==> config.mk <==
export PLATFORM = sky130hd
export DESIGN_NAME = sfc_freq_ctrl
export DESIGN_NICKNAME = d
export VERILOG_FILES = /design/src/rtl/sfc_pkg.sv /design/src/rtl/sfc_freq_ctrl.sv
export VERILOG_INCLUDE_DIRS = /design/src /design/src/rtl
export SDC_FILE = /design/constraint.sdc
export NUM_CORES = 1
export LEC_CHECK = 0
export BUFFER_PORTS_ARGS = -buffer_cell sky130_fd_sc_hd__clkbuf_2
export CAP_MARGIN = 10
export CORE_ASPECT_RATIO = 0.8
export CORE_MARGIN = 8
export CORE_UTILIZATION = 50
export CTS_BUF_LIST = sky130_fd_sc_hd__clkbuf_8
export DETAILED_ROUTE_END_ITERATION = 8
export PLACE_DENSITY = 0.71
export SLEW_MARGIN = 5
export SYNTH_ARGS = -nofsm -noshare
export SYNTH_HDL_FRONTEND = slang
export SYNTH_SLANG_ARGS = --single-unit
==> constraint.sdc <==
create_clock -name i_clk -period 10.64 [get_ports i_clk]
set_input_delay 2.128 -clock i_clk [delete_from_list [all_inputs] [get_ports i_clk]]
set_output_delay 2.128 -clock i_clk [all_outputs]
set_load 0.02 [all_outputs]
==> src/rtl/sfc_params.svh <==
// Register offsets, field positions and timing counts for the frequency-change control block
// What this block does
// - After each calibration, the chosen band setting reads back at tuning bits 8 to 1.
// - With calibration disabled, band-switch writes take effect at once.
// - Mode bit 11 set selects fractional mode, clear selects integer mode.
// - Output divider from bits 5 to 0, output gain from bits 10 to 6.
// - Fractional mode, calibration enabled: fraction write starts calibration, fraction loads after it ends.
// - Calibration disabled: fraction write loads modulator at once, band switches untouched.
// - Integer mode, calibration enabled: integer write calibrates, then loads prescaler.
// - Integer mode, calibration disabled: integer write loads prescaler at once.
// - Output divider field of zero keeps the output muted until a nonzero divider is written.
// - Auto-mute bit 7 set mutes output from one cycle after busy rises until one cycle after busy falls.
// - Output buffers disabled by configuration bits 5 and 4, apart from mute.
// - Pump up gain from bits 13 to 7, down gain from bits 6 to 0.
// - Offset magnitude bits 20 to 14; bit 21 up offset, bit 22 down offset.
// - Rewriting frequency with same value reruns calibration, same final frequency.
`ifndef SFC_PARAMS_SVH
`define SFC_PARAMS_SVH
`define SFC_ADDR_INT 5'h03
`define SFC_ADDR_FRAC 5'h04
`define SFC_ADDR_MODE 5'h06
`define SFC_ADDR_PUMP 5'h09
`define SFC_ADDR_CAL 5'h0A
`define SFC_ADDR_TUNE 5'h15
`define SFC_ADDR_ODIV 5'h16
`define SFC_ADDR_OCFG 5'h17
`define SFC_MODE_FRAC_BIT 11
`define SFC_CAL_DIS_BIT 11
`define SFC_CAL_TIME_LO 0
`define SFC_CAL_TIME_HI 2
`define SFC_TUNE_LO 1
`define SFC_TUNE_HI 8
`define SFC_ODIV_LO 0
`define SFC_ODIV_HI 5
`define SFC_OGAIN_LO 6
`define SFC_OGAIN_HI 10
`define SFC_AUTOMUTE_BIT 7
`define SFC_BUF_LO 4
`define SFC_BUF_HI 5
`define SFC_UPG_LO 7
`define SFC_UPG_HI 13
`define SFC_DNG_LO 0
`define SFC_DNG_HI 6
`define SFC_OFS_LO 14
`define SFC_OFS_HI 20
`define SFC_OFS_UP_BIT 21
`define SFC_OFS_DN_BIT 22
`define SFC_FRAME_BITS 32
`define SFC_CAL_BASE_NS 1000
`define SFC_CLK_NS 50
`define SFC_CAL_BASE_CYC ((`SFC_CAL_BASE_NS + `SFC_CLK_NS - 1) / `SFC_CLK_NS)
`endif

==> src/rtl/sfc_pkg.sv <==
// Types for the frequency-change control block
package sfc_pkg;
    typedef enum logic [1:0] {
        SFC_IDLE = 2'b00,
        SFC_CAL = 2'b01,
        SFC_LOAD = 2'b11
    } sfc_state_t;
    typedef enum logic {
        SFC_TGT_INT = 1'b0,
        SFC_TGT_FRAC = 1'b1
    } sfc_target_t;
endpackage
==> src/rtl/sfc_freq_ctrl.sv <==
// Serial register port and frequency-change sequencing of the synthesizer
`timescale 1ns/1ns
`include "sfc_params.svh"
module sfc_freq_ctrl
    import sfc_pkg::*;
(
    // Clock and reset
    input wire logic i_clk,
    input wire logic i_rst,
    // Serial port pins
    input wire logic i_sck,
    input wire logic i_sen,
    input wire logic i_sdi,
    output logic o_sdo,
    // Calibration engine result
    input wire logic i_cal_done,
    input wire logic [7:0] i_cal_band,
    // Analog controls
    output logic o_frac_mode,
    output logic [23:0] o_int_div,
    output logic [23:0] o_frac_div,
    output logic [7:0] o_vco_band,
    output logic o_cal_start,
    output logic o_cal_busy,
    output logic [5:0] o_out_div,
    output logic [4:0] o_out_gain,
    output logic o_mute,
    output logic [1:0] o_buf_dis,
    output logic [6:0] o_cp_up_gain,
    output logic [6:0] o_cp_dn_gain,
    output logic [6:0] o_cp_ofs_mag,
    output logic o_cp_ofs_up,
    output logic o_cp_ofs_dn
);
    // Pin synchronisers
    logic [1:0] sck_s_q, sen_s_q, sdi_s_q;
    logic sck_prev_q;
    always_ff @(posedge i_clk or posedge i_rst) begin
        if (i_rst) begin
            sck_s_q <= 2'b00;
            sen_s_q <= 2'b00;
            sdi_s_q <= 2'b00;
            sck_prev_q <= 1'b0;
        end else begin
            sck_s_q <= {sck_s_q[0], i_sck};
            sen_s_q <= {sen_s_q[0], i_sen};
            sdi_s_q <= {sdi_s_q[0], i_sdi};
            sck_prev_q <= sck_s_q[1];
        end
    end
    logic sck_rise, sck_fall, sen_on;
    assign sck_rise = sck_s_q[1] & ~sck_prev_q;
    assign sck_fall = ~sck_s_q[1] & sck_prev_q;
    assign sen_on = sen_s_q[1];

    // Frame: read bit, 5-bit address, 2 pad, 24 data
    logic [31:0] sh_q;
    logic [5:0] cnt_q;
    logic wr_stb;
    logic [4:0] wr_addr;
    logic [23:0] wr_data;
    always_ff @(posedge i_clk or posedge i_rst) begin
        if (i_rst) begin
            sh_q <= 32'h0000_0000;
            cnt_q <= 6'h00;
        end else if (!sen_on) begin
            cnt_q <= 6'h00;
        end else if (sck_rise && cnt_q != 6'(`SFC_FRAME_BITS)) begin
            sh_q <= {sh_q[30:0], sdi_s_q[1]};
            cnt_q <= cnt_q + 6'h01;
        end
    end
    // Only a full frame closed by enable drop writes anything
    logic sen_prev_q;
    always_ff @(posedge i_clk or posedge i_rst) begin
        if (i_rst) begin
            sen_prev_q <= 1'b0;
        end else begin
            sen_prev_q <= sen_on;
        end
    end
    assign wr_stb = sen_prev_q & ~sen_on & (cnt_q == 6'(`SFC_FRAME_BITS)) & ~sh_q[31];
    assign wr_addr = sh_q[30:26];
    assign wr_data = sh_q[23:0];

    // Register file
    logic [23:0] int_q, frac_q, mode_q, pump_q, calcfg_q;
    logic [15:0] tune_q, odiv_q, ocfg_q;
    logic cal_dis;
    assign cal_dis = calcfg_q[`SFC_CAL_DIS_BIT];
    always_ff @(posedge i_clk or posedge i_rst) begin
        if (i_rst) begin
            int_q <= 24'h000000;
            frac_q <= 24'h000000;
            mode_q <= 24'h000000;
            pump_q <= 24'h000000;
            calcfg_q <= 24'h000000;
            odiv_q <= 16'h0000;
            ocfg_q <= 16'h0000;
        end else if (wr_stb) begin
            unique case (wr_addr)
                `SFC_ADDR_INT: int_q <= wr_data;
                `SFC_ADDR_FRAC: frac_q <= wr_data;
                `SFC_ADDR_MODE: mode_q <= wr_data;
                `SFC_ADDR_PUMP: pump_q <= wr_data;
                `SFC_ADDR_CAL: calcfg_q <= wr_data;
                `SFC_ADDR_ODIV: odiv_q <= wr_data[15:0];
                `SFC_ADDR_OCFG: ocfg_q <= wr_data[15:0];
                default: ;
            endcase
        end
    end
    // Sequencer state, declared here because the tuning register reads it
    sfc_state_t state_q;
    // Band tuning: host writes, calibration overwrites the band field
    always_ff @(posedge i_clk or posedge i_rst) begin
        if (i_rst) begin
            tune_q <= 16'h0000;
        end else if (state_q == SFC_CAL && i_cal_done) begin
            tune_q[`SFC_TUNE_HI:`SFC_TUNE_LO] <= i_cal_band;
        end else if (wr_stb && wr_addr == `SFC_ADDR_TUNE) begin
            tune_q <= wr_data[15:0];
        end
    end
    // Band applied straight from the register, so a manual write acts at once
    assign o_vco_band = tune_q[`SFC_TUNE_HI:`SFC_TUNE_LO];

    // Frequency-change sequencer
    sfc_target_t tgt_q;
    logic freq_wr, wr_is_frac;
    assign o_frac_mode = mode_q[`SFC_MODE_FRAC_BIT];
    assign wr_is_frac = wr_addr == `SFC_ADDR_FRAC;
    // Fraction write changes frequency in fractional mode, integer write in integer mode
    assign freq_wr = wr_stb && (o_frac_mode ? wr_is_frac : (wr_addr == `SFC_ADDR_INT));
    always_ff @(posedge i_clk or posedge i_rst) begin
        if (i_rst) begin
            state_q <= SFC_IDLE;
            tgt_q <= SFC_TGT_INT;
        end else begin
            unique case (state_q)
                SFC_IDLE: begin
                    // Same-value rewrite still calibrates
                    if (freq_wr && !cal_dis) begin
                        state_q <= SFC_CAL;
                        tgt_q <= wr_is_frac ? SFC_TGT_FRAC : SFC_TGT_INT;
                    end
                end
                SFC_CAL: begin
                    if (i_cal_done) begin
                        state_q <= SFC_LOAD;
                    end
                end
                SFC_LOAD: state_q <= SFC_IDLE;
                default: state_q <= SFC_IDLE;
            endcase
        end
    end
    // Calibration start pulse; engine holds measurement timing itself
    logic start_q;
    always_ff @(posedge i_clk or posedge i_rst) begin
        if (i_rst) begin
            start_q <= 1'b0;
        end else begin
            start_q <= state_q == SFC_IDLE && freq_wr && !cal_dis;
        end
    end
    assign o_cal_start = start_q;
    assign o_cal_busy = state_q != SFC_IDLE;

    // Divider values applied to the loop
    logic [23:0] int_app_q, frac_app_q;
    always_ff @(posedge i_clk or posedge i_rst) begin
        if (i_rst) begin
            int_app_q <= 24'h000000;
            frac_app_q <= 24'h000000;
        end else begin
            if (state_q == SFC_LOAD) begin
                // Both halves load together after calibration
                int_app_q <= int_q;
                frac_app_q <= frac_q;
            end else if (state_q == SFC_IDLE && wr_stb && cal_dis) begin
                if (wr_addr == `SFC_ADDR_INT) begin
                    int_app_q <= wr_data;
                end
                if (wr_is_frac) begin
                    frac_app_q <= wr_data;
                end
            end else if (state_q == SFC_IDLE && wr_stb && o_frac_mode
                         && wr_addr == `SFC_ADDR_INT) begin
                // Integer waits for the fraction write in fractional mode
                int_app_q <= int_app_q;
            end
        end
    end
    assign o_int_div = int_app_q;
    assign o_frac_div = frac_app_q;

    // Output stage and pump fields
    assign o_out_div = odiv_q[`SFC_ODIV_HI:`SFC_ODIV_LO];
    assign o_out_gain = odiv_q[`SFC_OGAIN_HI:`SFC_OGAIN_LO];
    logic mute_q;
    always_ff @(posedge i_clk or posedge i_rst) begin
        if (i_rst) begin
            mute_q <= 1'b1;
        end else begin
            mute_q <= (o_out_div == 6'h00)
                || (ocfg_q[`SFC_AUTOMUTE_BIT] && state_q != SFC_IDLE);
        end
    end
    assign o_mute = mute_q;
    assign o_buf_dis = ocfg_q[`SFC_BUF_HI:`SFC_BUF_LO];
    assign o_cp_up_gain = pump_q[`SFC_UPG_HI:`SFC_UPG_LO];
    assign o_cp_dn_gain = pump_q[`SFC_DNG_HI:`SFC_DNG_LO];
    assign o_cp_ofs_mag = pump_q[`SFC_OFS_HI:`SFC_OFS_LO];
    assign o_cp_ofs_up = pump_q[`SFC_OFS_UP_BIT];
    assign o_cp_ofs_dn = pump_q[`SFC_OFS_DN_BIT];

    // Readback: read frame shifts data out on falling clock after address
    function automatic logic [23:0] rd_mux(input logic [4:0] a);
        unique case (a)
            `SFC_ADDR_INT: rd_mux = int_q;
            `SFC_ADDR_FRAC: rd_mux = frac_q;
            `SFC_ADDR_MODE: rd_mux = mode_q;
            `SFC_ADDR_PUMP: rd_mux = pump_q;
            `SFC_ADDR_CAL: rd_mux = calcfg_q;
            `SFC_ADDR_TUNE: rd_mux = {8'h00, tune_q};
            `SFC_ADDR_ODIV: rd_mux = {8'h00, odiv_q};
            `SFC_ADDR_OCFG: rd_mux = {8'h00, ocfg_q};
            default: rd_mux = 24'h000000;
        endcase
    endfunction
    logic [23:0] rd_q;
    always_ff @(posedge i_clk or posedge i_rst) begin
        if (i_rst) begin
            rd_q <= 24'h000000;
        end else if (!sen_on) begin
            rd_q <= 24'h000000;
        end else if (sck_fall && cnt_q == 6'h08 && sh_q[7]) begin
            rd_q <= rd_mux(sh_q[6:2]);
        end else if (sck_fall && cnt_q > 6'h08) begin
            rd_q <= {rd_q[22:0], 1'b0};
        end
    end
    assign o_sdo = rd_q[23];
endmodule

==> out/summary.txt <==
Die W: 198 um
Async SR Flop Fraction: 100%
Synth warn: 0
Layout Skew: 0.0204 ns
Most frequent cells in the layout: dfrtp_1 (289), mux2_2 (188), clkbuf_2 (110)
Fill count: 2275
Port buffer count: 110
Number of synthesized flops with an enable pin: 0
Leading cell type in the layout, fill and taps excluded: dfrtp_1
HPWL after detailed placement: 21.6 mm
CTS Buf Count: 47
Final slew viol count: 0
Routed WL: 34.3 mm
H-tree depth: 2
Post-CTS sizing: 0
Post-synthesis net count: 1103
DRT iter0 DRCs: 913
Pre-CTS WS: 6.55 ns
Highest clock rate: 279 MHz
Initial Util: 50.5%
Post-route setup TNS: 0 ns
Power density over the cells: 164 nW/um^2
Final worst setup slack: 7.05 ns
CTS tree: built
Min Tclk post-route: 3.59 ns
Hold Path Depth: 0
Share of layout cells above drive strength 1: 34.9%
Vias in the first global route: 9238
Io pins: 111
Peak VDD IR: 0.0905 mV
Critical path fanouts, max: 4
Final Cell Area: 14700 sq um
Sink Count: 290
Cells after synthesis: 1087
Critical path launch point type: flop
Max clock buf depth: 3
Hold Slack: 0.354 ns
Area Overhead vs Synth: 11.9%
Hold Crit Class: reg2reg
Initial antenna violation count: 0
# Post-CTS Setup Buffers: 0
Arrival time of the worst setup path: 1.46 ns
Worst-margin pin slew: 1.17 ns
CP required: 8.51 ns
Mapped Area: 13200 sq um
GRT Util Overall: 21.6%
RePlAce Congestion: 0.848
Reg2reg path depth: 9
Sequential fraction of the synthesis area: 55.0%
Via count: 9037
Avg Inst Size Synth: 12.1 sq um
Final setup fails: 0
First-pass GRT wire length: 54.6 mm
Placed cell area: 13700 sq um
Maxcap violations: 0
RSZ-0062 raised after global routing: false
Register bit total from synthesis: 290
Row count: 53
Final worst-path cycle share: 33.7%
# diodes: 0
Register clock-pin slew on the reported worst setup and hold paths: 0.06 ns
WS Path Type: reg2out
Nets@finish: 1156
Final ANT Viol Nets: 0
Clock latency at the later pin of the worst-skew pair: 0.57 ns
Status: finished clean
DIE HEIGHT: 161 um
CTS Hold Bufs: 0
Setup crit end kind: output pin
Core box area: 26100 sq um
Largest net degree at the start of global routing: 141
DR WL/cell: 22.4 um
Final Hold Viols: 0
Main flop type after synthesis: dfrtp_1
Clk root buf: clkbuf_8
LEAKAGE: 0.00690 uW
Mean number of vias per cell: 5.89
Drt pass-1 iters: 5
DRC viols: 0
Total power: 2420 uW
GRT Residual Overflow: 0
Rel. slew slack: 22.0%
DIE AREA: 31900 sq um
Synth unique cells: 50
[final timing paths]
| kind | start | to | slack [ns] |
|---|---|---|---|
| max in group asynchronous | i_rst | sh_q[24] | 7.20 |
| worst max-delay path | state_q[0] | o_cal_busy | 7.05 |
| worst min register to register | sdi_s_q[0] | sdi_s_q[1] | 0.35 |
| worst max register to register | cnt_q[0] | mode_q[8] | 7.31 |
| worst min-delay path | sdi_s_q[0] | sdi_s_q[1] | 0.35 |
| min in group asynchronous | i_rst | o_frac_div[21] | 1.81 |
[synthesized netlist by cell type (8+ instances only)]
cell type  instances  area (sq um)
and2_1             8          50.1
a21oi_1           55           275
nor2_1            26          97.6
buf_2             14          70.1
inv_1             16          60.1
nor2b_1           17           106
mux2i_1           75           751
dfrtp_1          289          7230
buf_4             42           315
o32a_1            12           120
o21ai_0           58           290
a22oi_1           34           255
nand2_1           72           270
clkbuf_1          57           214
mux2_2           188          2120
buf_1             11          41.3
a222oi_1          14           140
o22ai_1           16           100
[cells by family after synthesis]
| logic type | synth area share, % |
|---|---|
| AO/OA/AOI/OAI | 10.6 |
| buffers and inverters | 5.68 |
| AND/OR/NAND/NOR | 6.45 |
| adder cells (fa/ha/maj) | 0.190 |
| XOR/XNOR | 0.332 |
| flip-flops | 55.0 |
| multiplexers | 21.7 |
[per-stage QoR]
stage	utilization (%)	cells
2_1_floorplan	-	1087
3_3_place_gp	52.6	1448
3_5_place_dp	52.6	1448
4_1_cts	56.5	1534
5_1_grt	56.5	1534
6_report	56.5	1534
[state kept, by name (all words and copies together), names as in the netlist, 24 cells and up]
name / flops
sh_q: 32
calcfg_q: 24
pump_q: 24
rd_q: 24
o_frac_div: 24
int_q: 24
o_int_div: 24
mode_q: 24
frac_q: 24
[critical path, stage by stage, from the launching register on]
cell and delay (ns):
dfrtp_1 0.40, nor2_1 0.16, inv_1 0.16, clkbuf_2 0.19
[final cells by class]
type	instances	area, sq um	share of cell area, %
multi-input combinational	652	5260	35.6
tap	357	447	3.03
timing repair buffer	132	716	4.85
inverter	17	71.3	0.484
sequential	290	7260	49.2
clock buffer	64	881	5.97
clock inverter	22	120	0.814
[metal layers]
layer / vias up / track usage [%] / wire length, um
met4: 0 / 5.39 / 627
met3: 54 / 4.55 / 2370
met5: - / 0 / 0
met1: 4655 / 31.7 / 15900
li1: 4008 / - / -
met2: 320 / 32.3 / 15400
[where the power goes]
group | internal, uW | switching, uW
combinational | 70.1 | 160
sequential | 1130 | 61.1
clock | 559 | 444
total | 1760 | 665
Note: power is estimated with default switching activity, not from simulation.
